--- src/hw/flow_level_pkg.sv ---
/*
  Constants for the FIFO level and flow character status block.
  Assumes an 8-bit parallel register bus with 8-bit byte offsets.
*/
package flow_level_pkg;
  localparam int ADDR_W = 8;
  localparam int DATA_W = 8;
  localparam int CNT_W  = 9;

  // Register byte offsets
  localparam logic [7:0] OFS_RX_FILL   = 8'h10;
  localparam logic [7:0] OFS_TX_EMPTY  = 8'h11;
  localparam logic [7:0] OFS_RESUME    = 8'h41;
  localparam logic [7:0] OFS_STOP      = 8'h42;
  localparam logic [7:0] OFS_WAKE      = 8'h43;
  localparam logic [7:0] OFS_FLOW_STAT = 8'h44;
  localparam logic [7:0] OFS_RX_LEVEL  = 8'h46;
  localparam logic [7:0] OFS_TX_LEVEL  = 8'h47;

  // Reset values
  localparam logic [7:0] RST_RESUME   = 8'h11;
  localparam logic [7:0] RST_STOP     = 8'h13;
  localparam logic [7:0] RST_WAKE     = 8'h00;
  localparam logic [7:0] RST_LEVEL    = 8'h00;
  localparam logic [7:0] READ_NONE    = 8'h00;

  // Count code 0 stands for a full 256
  localparam logic [8:0] FULL_COUNT   = 9'h100;
  localparam logic [8:0] ZERO_COUNT   = 9'h000;

  // Two-bit field codes
  localparam logic [1:0] CODE_NONE    = 2'h0;

  // Transmitter flow state, coded as its status field
  typedef enum logic [1:0] {
    TXF_NORMAL    = 2'b00,
    TXF_HALT_PEND = 2'b01,
    TXF_REENABLED = 2'b10,
    TXF_HALTED    = 2'b11
  } tx_flow_e;

  // Flow character transmit state, coded as its status field
  typedef enum logic [1:0] {
    XCS_NORMAL      = 2'b00,
    XCS_IDLE_WAIT   = 2'b01,
    XCS_STOP_PEND   = 2'b10,
    XCS_RESUME_PEND = 2'b11
  } xchar_send_e;
endpackage

--- src/hw/flow_level_regs.sv ---
/*
  FIFO interrupt levels, fill and empty counts, three character
  compare registers and the flow character status register.
  Assumes the FIFO counters, transmitter and mode registers sit
  outside and present their state as synchronous inputs.
*/
// Functional notes
// - Receive interrupt level register, 256 positions
// - Transmit interrupt level register, 256 positions
// - Level write overrides mode register threshold
// - Fill count code zero means 256
// - Empty count code zero means 256
// - Match outputs pulse only when separately enabled
// - Resume compare register, resets to 11h
// - Stop compare register, resets to 13h
// - Wake address compare register, resets 00h
// - Status read clears upper four bits
// - Received field: 01 stop, 10 resume
// - Received indications sticky until status read
// - Received field updates regardless of enables
// - Sent field flags each flow char sent since status read, 00 when off
// - Transmitter flow state in bits 3:2
// - Flow char send status in bits 1:0
`timescale 1ns/1ps
module flow_level_regs (
  input  wire logic       I_CLK,
  input  wire logic       I_RST_N,
  // Parallel register bus
  input  wire logic       I_CS_N,
  input  wire logic       I_RD_N,
  input  wire logic       I_WR_N,
  input  wire logic [7:0] I_ADDR,
  input  wire logic [7:0] I_DATA,
  output logic      [7:0] O_DATA,
  output logic            O_DATA_OE_N,
  // FIFO state
  input  wire logic [8:0] I_RX_FILL,
  input  wire logic [8:0] I_TX_FREE,
  input  wire logic [8:0] I_RX_MODE_LEVEL,
  input  wire logic [8:0] I_TX_MODE_LEVEL,
  output logic            O_RX_ARB_REQ,
  output logic            O_TX_ARB_REQ,
  // Receiver character stream
  input  wire logic       I_RX_CHAR_VALID,
  input  wire logic [7:0] I_RX_CHAR,
  input  wire logic       I_XCHAR_EN,
  input  wire logic       I_ADDR_EN,
  output logic            O_RESUME_MATCH,
  output logic            O_STOP_MATCH,
  output logic            O_ADDR_MATCH,
  // Automatic flow control
  input  wire logic       I_AUTO_RX_FLOW,
  input  wire logic       I_AUTO_TX_FLOW,
  input  wire logic       I_TX_BUSY,
  input  wire logic       I_TX_CHAR_DONE,
  input  wire logic       I_SEND_STOP_REQ,
  input  wire logic       I_SEND_RESUME_REQ,
  input  wire logic       I_STOP_SENT,
  input  wire logic       I_RESUME_SENT,
  input  wire logic       I_TX_FIFO_EMPTY,
  input  wire logic       I_BIT_TICK,
  output logic            O_TX_HALT,
  output logic            O_SEND_STOP,
  output logic            O_SEND_RESUME
);

  // Count to register code; 256 wraps to code zero
  function automatic logic [7:0] count_code(input logic [8:0] cnt);
    count_code = cnt[7:0];
  endfunction
  // Level code to absolute position; code zero is 256
  function automatic logic [8:0] level_pos(input logic [7:0] code);
    level_pos = (code == 8'h00) ? flow_level_pkg::FULL_COUNT
                                : {1'b0, code};
  endfunction
  // Request once a nonzero count reaches its threshold
  function automatic logic reached(input logic [8:0] cnt,
                                   input logic [8:0] thr);
    reached = (cnt != flow_level_pkg::ZERO_COUNT) && (cnt >= thr);
  endfunction

  logic [7:0] resume_char_compare_r;
  logic [7:0] stop_char_compare_r;
  logic [7:0] wake_address_compare_r;
  logic [7:0] rx_irq_level_r;
  logic [7:0] tx_irq_level_r;
  logic       rx_override_r;
  logic       tx_override_r;
  logic       rd_prev_r;
  logic       wr_prev_r;
  logic [7:0] rdata_r;
  logic       oe_n_r;
  logic       rx_arb_r;
  logic       tx_arb_r;
  logic       resume_match_r;
  logic       stop_match_r;
  logic       addr_match_r;
  logic       got_stop_r;
  logic       got_resume_r;
  logic       sent_resume_r;
  logic       sent_stop_r;
  logic       tx_halt_r;
  logic       send_stop_r;
  logic       send_resume_r;
  flow_level_pkg::tx_flow_e    tx_flow_r;
  flow_level_pkg::tx_flow_e    tx_flow_nxt;
  flow_level_pkg::xchar_send_e xsend_r;
  flow_level_pkg::xchar_send_e xsend_nxt;

  // Strobe decode; one access per strobe assertion
  wire rd_act  = ~I_CS_N & ~I_RD_N;
  wire wr_act  = ~I_CS_N & ~I_WR_N;
  wire rd_take = rd_act & ~rd_prev_r;
  wire wr_take = wr_act & ~wr_prev_r;

  // Address decode
  wire sel_rx_fill = (I_ADDR == flow_level_pkg::OFS_RX_FILL);
  wire sel_tx_emp  = (I_ADDR == flow_level_pkg::OFS_TX_EMPTY);
  wire sel_resume  = (I_ADDR == flow_level_pkg::OFS_RESUME);
  wire sel_stop    = (I_ADDR == flow_level_pkg::OFS_STOP);
  wire sel_wake    = (I_ADDR == flow_level_pkg::OFS_WAKE);
  wire sel_stat    = (I_ADDR == flow_level_pkg::OFS_FLOW_STAT);
  wire sel_rx_lvl  = (I_ADDR == flow_level_pkg::OFS_RX_LEVEL);
  wire sel_tx_lvl  = (I_ADDR == flow_level_pkg::OFS_TX_LEVEL);

  wire stat_read   = rd_take & sel_stat;

  // Character compare, raw hits
  wire hit_resume = I_RX_CHAR_VALID &
                    (I_RX_CHAR == resume_char_compare_r);
  wire hit_stop   = I_RX_CHAR_VALID &
                    (I_RX_CHAR == stop_char_compare_r);
  wire hit_addr   = I_RX_CHAR_VALID &
                    (I_RX_CHAR == wake_address_compare_r);

  // Threshold choice: level register wins once written
  wire [8:0] rx_thr = rx_override_r ? level_pos(rx_irq_level_r)
                                    : I_RX_MODE_LEVEL;
  wire [8:0] tx_thr = tx_override_r ? level_pos(tx_irq_level_r)
                                    : I_TX_MODE_LEVEL;

  // Sent field is forced to none outside automatic receiver mode
  wire [1:0] sent_field = I_AUTO_RX_FLOW ?
                          {sent_stop_r, sent_resume_r}
                          : flow_level_pkg::CODE_NONE;
  wire [7:0] stat_value = {got_resume_r, got_stop_r, sent_field,
                           tx_flow_r, xsend_r};

  // Read data mux; unmapped offsets read as zero
  wire [7:0] rd_mux =
    sel_rx_fill ? count_code(I_RX_FILL) :
    sel_tx_emp  ? count_code(I_TX_FREE) :
    sel_resume  ? resume_char_compare_r :
    sel_stop    ? stop_char_compare_r :
    sel_wake    ? wake_address_compare_r :
    sel_stat    ? stat_value :
    sel_rx_lvl  ? rx_irq_level_r :
    sel_tx_lvl  ? tx_irq_level_r :
    flow_level_pkg::READ_NONE;

  // Bus strobe history and read data capture
  always_ff @(posedge I_CLK or negedge I_RST_N) begin
    if (!I_RST_N) begin
      rd_prev_r <= 1'b0;
      wr_prev_r <= 1'b0;
      rdata_r   <= flow_level_pkg::READ_NONE;
      oe_n_r    <= 1'b1;
    end else begin
      rd_prev_r <= rd_act;
      wr_prev_r <= wr_act;
      oe_n_r    <= ~rd_act; // Drive from one clock after the read strobe begins until one clock after it ends
      if (rd_take) begin
        rdata_r <= rd_mux;
      end
    end
  end

  // Writable registers; a level write holds off the mode bits until reset
  always_ff @(posedge I_CLK or negedge I_RST_N) begin
    if (!I_RST_N) begin
      resume_char_compare_r  <= flow_level_pkg::RST_RESUME;
      stop_char_compare_r    <= flow_level_pkg::RST_STOP;
      wake_address_compare_r <= flow_level_pkg::RST_WAKE;
      rx_irq_level_r         <= flow_level_pkg::RST_LEVEL;
      tx_irq_level_r         <= flow_level_pkg::RST_LEVEL;
      rx_override_r          <= 1'b0;
      tx_override_r          <= 1'b0;
    end else if (wr_take) begin
      if (sel_resume) begin
        resume_char_compare_r <= I_DATA;
      end
      if (sel_stop) begin
        stop_char_compare_r <= I_DATA;
      end
      if (sel_wake) begin
        wake_address_compare_r <= I_DATA;
      end
      if (sel_rx_lvl) begin
        rx_irq_level_r <= I_DATA;
        rx_override_r  <= 1'b1;
      end
      if (sel_tx_lvl) begin
        tx_irq_level_r <= I_DATA;
        tx_override_r  <= 1'b1;
      end
    end
  end

  // Arbitration requests, registered
  always_ff @(posedge I_CLK or negedge I_RST_N) begin
    if (!I_RST_N) begin
      rx_arb_r <= 1'b0;
      tx_arb_r <= 1'b0;
    end else begin
      rx_arb_r <= reached(I_RX_FILL, rx_thr);
      tx_arb_r <= reached(I_TX_FREE, tx_thr);
    end
  end

  // Match pulses leave the block only when their function is on
  always_ff @(posedge I_CLK or negedge I_RST_N) begin
    if (!I_RST_N) begin
      resume_match_r <= 1'b0;
      stop_match_r   <= 1'b0;
      addr_match_r   <= 1'b0;
    end else begin
      resume_match_r <= hit_resume & I_XCHAR_EN;
      stop_match_r   <= hit_stop & I_XCHAR_EN;
      addr_match_r   <= hit_addr & I_ADDR_EN;
    end
  end

  // Received indications; a hit in the read cycle survives the clear
  always_ff @(posedge I_CLK or negedge I_RST_N) begin
    if (!I_RST_N) begin
      got_stop_r   <= 1'b0;
      got_resume_r <= 1'b0;
    end else begin
      got_stop_r   <= hit_stop |
                      (got_stop_r & ~stat_read);
      got_resume_r <= hit_resume |
                      (got_resume_r & ~stat_read);
    end
  end

  // Sent indications, cleared by read or by leaving automatic mode
  always_ff @(posedge I_CLK or negedge I_RST_N) begin
    if (!I_RST_N) begin
      sent_stop_r   <= 1'b0;
      sent_resume_r <= 1'b0;
    end else if (!I_AUTO_RX_FLOW) begin
      sent_stop_r   <= 1'b0;
      sent_resume_r <= 1'b0;
    end else begin
      sent_stop_r   <= I_STOP_SENT |
                       (sent_stop_r & ~stat_read);
      sent_resume_r <= I_RESUME_SENT |
                       (sent_resume_r & ~stat_read);
    end
  end

  // Transmitter flow state; a stop during a character waits for its end
  always_comb begin
    tx_flow_nxt = tx_flow_r;
    case (tx_flow_r)
      flow_level_pkg::TXF_NORMAL: begin
        if (hit_stop) begin
          tx_flow_nxt = I_TX_BUSY ? flow_level_pkg::TXF_HALT_PEND
                                  : flow_level_pkg::TXF_HALTED;
        end
      end
      flow_level_pkg::TXF_HALT_PEND: begin
        if (hit_resume) begin
          tx_flow_nxt = flow_level_pkg::TXF_NORMAL;
        end else if (I_TX_CHAR_DONE) begin
          tx_flow_nxt = flow_level_pkg::TXF_HALTED;
        end
      end
      flow_level_pkg::TXF_HALTED: begin
        if (hit_resume) begin
          tx_flow_nxt = flow_level_pkg::TXF_REENABLED;
        end
      end
      flow_level_pkg::TXF_REENABLED: begin
        if (hit_stop) begin
          tx_flow_nxt = I_TX_BUSY ? flow_level_pkg::TXF_HALT_PEND
                                  : flow_level_pkg::TXF_HALTED;
        end else if (stat_read) begin
          tx_flow_nxt = flow_level_pkg::TXF_NORMAL;
        end
      end
      default: begin
        tx_flow_nxt = flow_level_pkg::TXF_NORMAL;
      end
    endcase
    if (!I_AUTO_TX_FLOW) begin
      tx_flow_nxt = flow_level_pkg::TXF_NORMAL;
    end
  end

  always_ff @(posedge I_CLK or negedge I_RST_N) begin
    if (!I_RST_N) begin
      tx_flow_r <= flow_level_pkg::TXF_NORMAL;
      tx_halt_r <= 1'b0;
    end else begin
      tx_flow_r <= tx_flow_nxt;
      tx_halt_r <= (tx_flow_nxt == flow_level_pkg::TXF_HALTED);
    end
  end

  // Flow character send state; stop request outranks resume
  always_comb begin
    xsend_nxt = xsend_r;
    case (xsend_r)
      flow_level_pkg::XCS_NORMAL,
      flow_level_pkg::XCS_IDLE_WAIT: begin
        if (I_SEND_STOP_REQ) begin
          xsend_nxt = flow_level_pkg::XCS_STOP_PEND;
        end else if (I_SEND_RESUME_REQ) begin
          xsend_nxt = flow_level_pkg::XCS_RESUME_PEND;
        end else if (xsend_r == flow_level_pkg::XCS_IDLE_WAIT &&
                     I_BIT_TICK && !I_TX_FIFO_EMPTY) begin
          xsend_nxt = flow_level_pkg::XCS_NORMAL;
        end
      end
      flow_level_pkg::XCS_STOP_PEND: begin
        if (I_STOP_SENT) begin
          xsend_nxt = flow_level_pkg::XCS_IDLE_WAIT;
        end
      end
      flow_level_pkg::XCS_RESUME_PEND: begin
        if (I_RESUME_SENT) begin
          xsend_nxt = flow_level_pkg::XCS_IDLE_WAIT;
        end
      end
      default: begin
        xsend_nxt = flow_level_pkg::XCS_NORMAL;
      end
    endcase
  end

  // Pending holds until the matching sent pulse; nothing here bounds its length
  always_ff @(posedge I_CLK or negedge I_RST_N) begin
    if (!I_RST_N) begin
      xsend_r       <= flow_level_pkg::XCS_NORMAL;
      send_stop_r   <= 1'b0;
      send_resume_r <= 1'b0;
    end else begin
      xsend_r       <= xsend_nxt;
      send_stop_r   <= (xsend_nxt == flow_level_pkg::XCS_STOP_PEND);
      send_resume_r <= (xsend_nxt == flow_level_pkg::XCS_RESUME_PEND);
    end
  end

  assign O_DATA         = rdata_r;
  assign O_DATA_OE_N    = oe_n_r;
  assign O_RX_ARB_REQ   = rx_arb_r;
  assign O_TX_ARB_REQ   = tx_arb_r;
  assign O_RESUME_MATCH = resume_match_r;
  assign O_STOP_MATCH   = stop_match_r;
  assign O_ADDR_MATCH   = addr_match_r;
  assign O_TX_HALT      = tx_halt_r;
  assign O_SEND_STOP    = send_stop_r;
  assign O_SEND_RESUME  = send_resume_r;

endmodule

--- config.mk ---
export PLATFORM = sky130hd
export DESIGN_NAME = flow_level_regs
export DESIGN_NICKNAME = d
export VERILOG_FILES = /design/src/hw/flow_level_pkg.sv /design/src/hw/flow_level_regs.sv
export SDC_FILE = /design/constraint.sdc
export NUM_CORES = 1
export LEC_CHECK = 0
export BUFFER_PORTS_ARGS = -buffer_cell sky130_fd_sc_hd__buf_2
export CORE_MARGIN = 1.5
export CORE_UTILIZATION = 45
export DETAILED_ROUTE_END_ITERATION = 7
export PLACE_DENSITY = 0.68
export SKIP_LAST_GASP = 1
export SLEW_MARGIN = 5
export SYNTH_ARGS = -nofsm -noshare
export SYNTH_HDL_FRONTEND = slang
export SYNTH_SLANG_ARGS = --single-unit
--- constraint.sdc ---
create_clock -name I_CLK -period 4.05 [get_ports I_CLK]
set_input_delay 0.81 -clock I_CLK [delete_from_list [all_inputs] [get_ports I_CLK]]
set_output_delay 0.81 -clock I_CLK [all_outputs]
set_load 0.05 [all_outputs]
==> results of run 1 <==
[synth_stat cells (2+ instances only)]
master	number	area, µm²
dfrtp_1	63	1580
mux2_2	42	473
a21oi_1	26	130
o21ai_0	23	115
mux2i_1	21	210
nand2_1	21	78.8
nor2_1	20	75.1
ha_1	18	225
xnor2_1	17	149
inv_1	10	37.5
nand3_1	10	50.1
nor4_1	9	56.3
a21o_1	8	60.1
a31oi_1	8	50.1
nor2b_1	8	50.1
clkbuf_1	7	26.3
nor3_1	7	35.0
xor2_1	7	61.3
a211oi_1	6	45.0
dfstp_2	6	158
and2_1	5	31.3
buf_4	5	37.5
nor3_2	5	50.1
a311oi_1	4	35.0
buf_2	4	20.0
nand4_1	4	25.0
a311o_1	3	30.0
nand2b_1	3	18.8
o21a_1	3	22.5
o221ai_1	3	26.3
o22ai_1	3	18.8
nand4_2	2	25.0
nor3b_1	2	15.0
o2111ai_1	2	17.5
o21bai_1	2	15.0
or2_2	2	12.5
[power groups by stage]
| stage | Combinational (W) | Sequential, W | Clock, W |
|---|---|---|---|
| final | 0.000339 | 0.000770 | 0.000705 |
| after global routing | 0.000370 | 0.000774 | 0.000747 |
| after CTS | 0.000340 | 0.000769 | 0.000719 |
| after detailed placement | 0.000337 | 0.000782 | 0 |
| after global placement | 0.000332 | 0.000780 | 0 |
| after floorplan | 0.000150 | 0.000837 | 0 |
[per-stage QoR]
step           power (W)  hold slack, ns  area, µm²  cells
2_1_floorplan   0.000987           0.449       4240    409
3_3_place_gp     0.00111           0.459       4760    597
3_5_place_dp     0.00112           0.473       4760    597
4_1_cts          0.00183           0.456       5010    613
5_1_grt          0.00189           0.492       5010    613
6_report         0.00181           0.440       5010    613
[sequential cells by signal, indices dropped and copies added (netlist names), 2 cells and up]
name and count:
O_DATA 8, resume_char_compare_r 8, rx_irq_level_r 8, stop_char_compare_r 8, tx_flow_r 2, tx_irq_level_r 8
wake_address_compare_r 8, xsend_r 2
[metal layers]
metal	vias to the layer above	routed length [µm]	track usage (%)	part of all wire, %
met3	21	689	4.87	5.7
met2	130	5400	38.7	45
met1	1755	5640	35.1	47
met5	-	0	0	0
met4	0	327	11.1	2.7
li1	1697	-	-	-
[area by class of cell]
cell class                      instances  area (µm²)
Tap cell                              111         139
Sequential cell                        69        1730
Fill cell                             850        4190
Clock inverter                          5         108
Inverter                               11        41.3
Multi-Input combinational cell        311        2370
Timing Repair Buffer                   95         478
Clock buffer                           11         141
[cells by family (layout without fill, tap and decap cells)]
| kind of cell | count (synthesis) | after routing |
|---|---|---|
| multiplexers | 63 | 63 |
| buffers and inverters | 29 | 122 |
| AND/OR/NAND/NOR | 107 | 107 |
| XOR/XNOR | 24 | 24 |
| flip-flops | 69 | 69 |
| adder cells (fa/ha/maj) | 18 | 18 |
| AO/OA/AOI/OAI | 99 | 99 |
[how the worst max path moves through the flow]
stage                             start  slack [ns]  depth (start not counted)                 to
after floorplan           rx_override_r        1.72                          9       O_RX_ARB_REQ
after global placement        I_ADDR[3]        1.35                          7          O_DATA[0]
after detailed placement      I_ADDR[3]        1.31                          7          O_DATA[0]
after CTS                     I_ADDR[1]        1.68                          4  tx_irq_level_r[0]
after global routing          I_ADDR[3]        1.46                          7          O_DATA[5]
final                         I_ADDR[1]        1.66                          7          O_DATA[0]
[placed cells by master, fill, tap and decap left out, types with 3 or more instances in the layout]
cell / count
and2_1: 5
inv_1: 10
buf_2: 94
dfstp_2: 6
xnor2_1: 17
o21a_1: 3
nor2_1: 20
a21o_1: 8
dfrtp_1: 63
mux2_2: 42
o22ai_1: 3
xor2_1: 7
o21ai_0: 23
bufinv_16: 3
clkbuf_8: 10
a31oi_1: 8
a311oi_1: 4
a211oi_1: 6
nand4_1: 4
a311o_1: 3
nor2b_1: 8
mux2i_1: 21
nand3_1: 10
nor4_1: 9
nor3_2: 5
o221ai_1: 3
a21oi_1: 26
nor3_1: 7
ha_1: 18
nand2_1: 21
nand2b_1: 3
[worst reg2reg max path: stages (launching register included)]
cell and delay, ns:
dfrtp_1 0.63, mux2_2 0.40, ha_1 0.26, nand2b_1 0.13, a211oi_1 0.22, o21ai_0 0.12
a21o_1 0.18, a211oi_1 0.22, nor2_1 0.07
==> summary.txt, run 1 <==
Global routing
  • GRT Overall Usage: 25.3%
  • Global-route wire length before repair: 19000 µm
  • Initial antenna violation count: 0
  • Vias in the first global route: 3517
  • Congestion Overflow GR: 0
  • Largest net degree at the start of global routing: 46

Power
  • Net Sw Frac: 29.1%
  • Peak supply drop: 0.000175 V
  • Clk pwr share: 38.9%
  • Psw: 0.000527 W
  • Sequential Power Share: 42.4%
  • P_int: 0.00129 W
  • Leak: 2.34 nW
  • Pwr dens: 362 mW/mm²
  • Combinational Power Share: 18.7%

Critical path
  • Most common cell on crit path: a21oi_1
  • Critical-path maximum fanout: 41
  • Crit path kind: in2reg
  • RR Startpoint: tx_override_r
  • Reg-to-Reg End: O_TX_ARB_REQ
  • CP arrival: 2.67 ns
  • Slowest Stage Delay on Critical Path: 0.58 ns
  • Worst setup EP type: flop
  • Buf+Inv Stages, Crit Path: 1
  • CP max stage cell: buf_2
  • R2R cell count: 8
  • Worst path top cell family by delay: compound AO/OA/AOI/OAI gates
  • R2r setup slk: 1.70 ns
  • Worst setup SP type: input port
  • Worst EP required: 4.33 ns
  • Critical path, cell by cell: buf_2 -> a21oi_1 -> a311oi_1 -> a21oi_1 -> o22ai_1 -> o221ai_1 -> o21ai_0

CTS
  • CTS Hold Bufs: 0
  • Htree depth: 3
  • Root Driver: clkbuf_8
  • Clk_lat worst skew: 0.36 ns
  • CTS tree: yes
  • Setup bufs post-CTS: 0
  • CTS Buffer Depth: 2
  • CTS resizes: 0
  • # clock sinks: 69
  • Worst-path clk slew: 0.08 ns
  • Total CTS buffers: 9

Placement
  • Place WS: 1.31 ns
  • RePlAce Congestion: 0.973
  • Post-DP HPWL: 9140 µm
  • IO Port Bufs: 94

Final layout
  • Share of post-route cells with drive strength above 1: 34.9%
  • P&R area growth vs syn: 18.1%
  • Fin util: 54.5%
  • # diodes: 0
  • Final nets: 593

STA
  • Fin. max-slew vios: 0
  • Final setup TNS: 0 ns
  • Final Hold Viols: 0
  • Fmax: 418 MHz
  • Final worst-path cycle share: 59.1%
  • Max transition margin: 49.6%
  • Tmin final: 2.39 ns
  • Final worst slack: 1.66 ns
  • Setup Skew: 0.0109 ns
  • Worst Max-Slew Pin Slew: 0.757 ns
  • RSZ-0062 raised after global routing: false
  • # setup viols final: 0

Logic synthesis
  • Register area share after synthesis: 40.9%
  • Post-synth EDFFs: 0
  • Synthesized area per cell: 10.4 µm²
  • FF+latch count, synth: 69
  • Largest family of logic cells by synthesized area: multiplexers
  • Post-synth ARST share: 100%
  • Post-synthesis compound-gate area fraction: 15.2%
  • Yosys warns: 0
  • Main synth FF type: dfrtp_1
  • Synthesized Nets: 505
  • Proportion of synthesized area in mux cells: 16.1%
  • Adder-Cell Fraction of Synth Area: 5.31%
  • Synth Cell Area: 0.00424 mm²
  • Count of unique library cells instantiated by Yosys: 56
  • XOR/XNOR share of the synthesized area: 4.95%
  • Area share of and/or/nand/nor cells after synthesis: 14.3%
  • Synthesized instance count: 409

Floorplanning
  • Site row count: 35
  • Top-Level Pins: 95
  • Core area: 0.00920 mm²
  • Die Wd: 100 µm
  • Die area: 0.0100 mm²
  • Starting Density: 46.1%
  • Die height: 100 µm

Run status
  • Run status: complete, no violations

Routing
  • DRT Pass-1 Iters: 4
  • WL per Instance: 19.7 µm
  • Final ANT Viol Nets: 0
  • Via density: 5.88
  • Final Routed Wirelength: 12100 µm
  • 1st-iter DRT viols: 212
  • Vias: 3603
  • DR DRC count: 0

Flow run
  • Max-cap violations: 0

Hold path
  • Worst hold-check path type: in2async
Power figures use the tool's default switching activity.
==> run 2, diff against run 1 <==
--- a/config.mk
+++ b/config.mk
@@ -5,11 +5,12 @@
 export SDC_FILE = /design/constraint.sdc
 export NUM_CORES = 1
 export LEC_CHECK = 0
+export ABC_AREA = 1
 export BUFFER_PORTS_ARGS = -buffer_cell sky130_fd_sc_hd__buf_2
 export CORE_MARGIN = 1.5
 export CORE_UTILIZATION = 45
 export DETAILED_ROUTE_END_ITERATION = 7
-export PLACE_DENSITY = 0.68
+export PLACE_DENSITY = 0.7
 export SKIP_LAST_GASP = 1
 export SLEW_MARGIN = 5
 export SYNTH_ARGS = -nofsm -noshare
==> constraint.sdc (replaced) <==
create_clock -name I_CLK -period 2.1 [get_ports I_CLK]
set_input_delay 0.42 -clock I_CLK [delete_from_list [all_inputs] [get_ports I_CLK]]
set_output_delay 0.42 -clock I_CLK [all_outputs]
set_load 0.05 [all_outputs]
==> summary.txt, run 2 <==
Logic synthesis
  • Synthesized area per cell: 7.88 µm² (-24%)
  • Most numerous cell in the Yosys netlist: nand2_1
  • Largest area contributor in the netlist: dfrtp_1
  • Post-synth EDFFs: 0 (unchanged)
  • Register area share after synthesis: 38.7% (-2.2 points)
  • Synth top area share: 35.1% (-2.0 points)
  • FF+latch count, synth: 69 (unchanged)
  • Count of unique library cells instantiated by Yosys: 39 (-30%)
  • Synth top cells by count: nand2_1, inv_1, dfrtp_1
  • Main synth FF type: dfrtp_1
  • Synth Cell Area: 0.00449 mm² (+5.7%)
  • Synthesized instance count: 569 (+39%)
  • Ranking of synthesized cells by area: dfrtp_1, nand2_1, inv_1
  • Post-synth ARST share: 100% (unchanged)
  • Synthesized Nets: 665 (+32%)
  • Yosys warns: 0 (unchanged)

CTS
  • Root Driver: clkbuf_8
  • Htree depth: 3 (unchanged)
  • Setup bufs post-CTS: 0 (unchanged)
  • Clk_lat worst skew: 0.35 ns (about the same)
  • Total CTS buffers: 9 (unchanged)
  • CTS Buffer Depth: 2 (unchanged)
  • # clock sinks: 69 (unchanged)
  • Worst-path clk slew: 0.08 ns (about the same)
  • CTS tree: yes

Routing
  • Via density: 5.20 (-12%)
  • Final Routed Wirelength: 12500 µm (+4.0%)
  • 1st-iter DRT viols: 275 (+30%)
  • DR DRC count: 0 (unchanged)
  • Vias: 4193 (+16%)
  • Final ANT Viol Nets: 0 (unchanged)
  • WL per Instance: 15.5 µm (-21%)
  • DRT Pass-1 Iters: 5 (+1)

Power
  • Peak supply drop: 0.000396 V (+130%)
  • Leak: 2.82 nW (+20%)
  • P_int: 0.00226 W (+75%)
  • Net Sw Frac: 30.9% (+1.9 points)
  • Pwr dens: 616 mW/mm² (+70%)
  • Sequential Power Share: 44.9% (+2.5 points)
  • Psw: 0.00101 W (+92%)
  • Clk pwr share: 36.3% (-2.6 points)
  • Combinational Power Share: 18.8% (about the same)

Final layout
  • Leading cell types in the layout, fill and taps excluded: nand2_1, buf_2, inv_1
  • # diodes: 0 (unchanged)
  • Most common cell after layout, fill and taps aside: nand2_1
  • P&R area growth vs syn: 18.4%
  • Fin util: 54.6% (+0.076 points)
  • Final nets: 765 (+29%)
  • Share of post-route cells with drive strength above 1: 25.8% (-9.0 points)
  • Fillers: 952 (+12%)

STA
  • RSZ-0062 raised after global routing: true
  • Tmin final: 1.98 ns
  • Fin. max-slew vios: 0 (unchanged)
  • # setup viols final: 0 (unchanged)
  • Final worst-path cycle share: 94.5%
  • Setup Skew: 0.00851 ns (-0.00239 ns)
  • Final Hold Viols: 0 (unchanged)
  • Worst Max-Slew Pin Slew: 0.418 ns (-0.338 ns)
  • Fmax: 504 MHz
  • Final worst slack: 0.115 ns (-1.54 ns)
  • Max transition margin: 72.1% (+23 points)

Global routing
  • Congestion Overflow GR: 0 (unchanged)
  • GRT Overall Usage: 25.2% (-0.17 points)
  • Initial antenna violation count: 0 (unchanged)
  • Vias in the first global route: 4014 (+14%)
  • Global-route wire length before repair: 20000 µm (+5.5%)
  • Largest net degree at the start of global routing: 70 (+52%)
  • GR peak layer: met2
  • GRT met2 Usage: 40.5% (+1.8 points)
  • Met1 global-route usage: 34.1% (-1.0 points)
  • M3 GR Usage: 4.47% (-0.40 points)

Floorplanning
  • Die area: 0.0106 mm² (+5.5%)
  • Die Wd: 103 µm (+2.7%)
  • Top-Level Pins: 95 (unchanged)
  • Starting Density: 46.1% (-0.046 points)
  • Core area: 0.00973 mm² (+5.8%)
  • Die height: 103 µm (+2.7%)
  • Site row count: 36 (+2.9%)

Placement
  • Post-DP HPWL: 9810 µm (+7.4%)
  • Place WS: 0.113 ns (-1.20 ns)
  • RePlAce Congestion: 1.02 (+5.3%)
  • IO Port Bufs: 94 (unchanged)

Critical path
  • Worst setup EP type: flop
  • Crit path kind: reg2reg
  • CP max stage cell: dfrtp_1
  • Worst setup SP type: flop
  • Reg-to-Reg End: O_TX_ARB_REQ
  • Slowest Stage Delay on Critical Path: 0.43 ns (-0.15 ns)
  • CP arrival: 2.28 ns (-0.39 ns)
  • Critical path, cell by cell: nor4_2 -> a32oi_1 -> ha_1 -> inv_1 -> nor3_1 -> nand3b_1 -> o2111ai_1 -> o21ai_0 -> inv_1
  • Most common cell on crit path: inv_1
  • R2R cell count: 9 (+1)
  • Critical path capture point: O_TX_ARB_REQ
  • R2r setup slk: 0.12 ns (-1.58 ns)
  • RR Startpoint: tx_irq_level_r[6]
  • Worst EP required: 2.39 ns (-1.94 ns)
  • CP Launch Point: tx_irq_level_r[6]
  • Critical-path maximum fanout: 4 (-90%)

Run status
  • Run status: complete, no violations

Flow run
  • Max-cap violations: 0 (unchanged)

Hold path
  • Worst hold-check path type: in2async
run 2: cell count changes after synthesis, sizes merged, moves of 14 or more:
cell,delta
nor2,+39
nand3,+28
inv,+62
xnor2,-14
o21ai,+26
nand2,+136
mux2,-42
run 2: stage by stage:
step           area, µm²  hold WS (ns)  setup TNS [ns]  power (W)  instances
6_report            5310        0.0652               0    0.00327        807
3_5_place_dp        5080         0.461               0    0.00210        791
4_1_cts             5300        0.0923               0    0.00329        807
3_3_place_gp        5080         0.456               0    0.00208        791
5_1_grt             5310        0.0858         -0.0512    0.00343        807
2_1_floorplan       4490         0.124               0    0.00185        569
run 2: cells by family (layout without fill, tap and decap cells):
logic type                 Yosys count  after routing  synth area share (%)
and+or+nand+nor                    290            290                  31.0
DFF                                 69             69                  38.7
muxes                               12             12                  2.68
buffers and inverters               85            190                  8.45
xor gates and xnor gates             6              6                  1.17
AOI/OAI and AO/OA                   89             89                  13.0
adders and majority gates           18             18                  5.02
run 2: worst max-delay path, delay by kind of cell (launching register included):
family                     cells  cell delay [ns]
adders and majority gates      1             0.34
and+or+nand+nor                3             0.68
buffers and inverters          2             0.12
DFF                            1             0.43
AOI/OAI and AO/OA              3             0.36
run 2: timing repair:
action                     4_1_cts  5_1_grt
hold buffers                     0        0
resized for setup                0        2
setup endpoints to repair        0        2
run 2: layer usage:
| layer | part of all wire (%) | up-vias | routed length [µm] |
|---|---|---|---|
| met1 | 44 | 1913 | 5520 |
| met5 | 0 | - | 0 |
| met4 | 2.6 | 0 | 321 |
| met2 | 46 | 165 | 5760 |
| li1 | - | 2082 | - |
| met3 | 7.5 | 33 | 943 |
run 2: final cells by class:
cell class / instances / area, µm² / area share [%]
inverter: 74 / 278 / 5.23
tap: 133 / 166 / 3.13
multi-input combinational: 415 / 2380 / 44.9
clock inverter: 4 / 53.8 / 1.01
sequential: 69 / 1730 / 32.7
clock buffer: 12 / 165 / 3.11
timing repair buffer: 100 / 528 / 9.95
run 2: worst min-delay path by stage:
stage | from | endpoint | slack, ns | cells past startpoint
2_1_floorplan | I_RST_N | O_ADDR_MATCH | 0.12 | 0
3_5_place_dp | O_DATA[5] | O_DATA[5] | 0.46 | 2
4_1_cts | I_RST_N | wr_prev_r | 0.09 | 2
5_1_grt | I_RST_N | O_TX_ARB_REQ | 0.09 | 2
3_3_place_gp | O_DATA[5] | O_DATA[5] | 0.46 | 2
6_report | I_RST_N | O_TX_ARB_REQ | 0.07 | 2
run 2: power groups by stage:
stage	Sequential, W	Combinational, W	Clock (W)
2_1_floorplan	0.00159	0.000269	0
3_3_place_gp	0.00149	0.000597	0
3_5_place_dp	0.00149	0.000611	0
4_1_cts	0.00147	0.000613	0.00121
5_1_grt	0.00148	0.000682	0.00127
6_report	0.00147	0.000615	0.00119
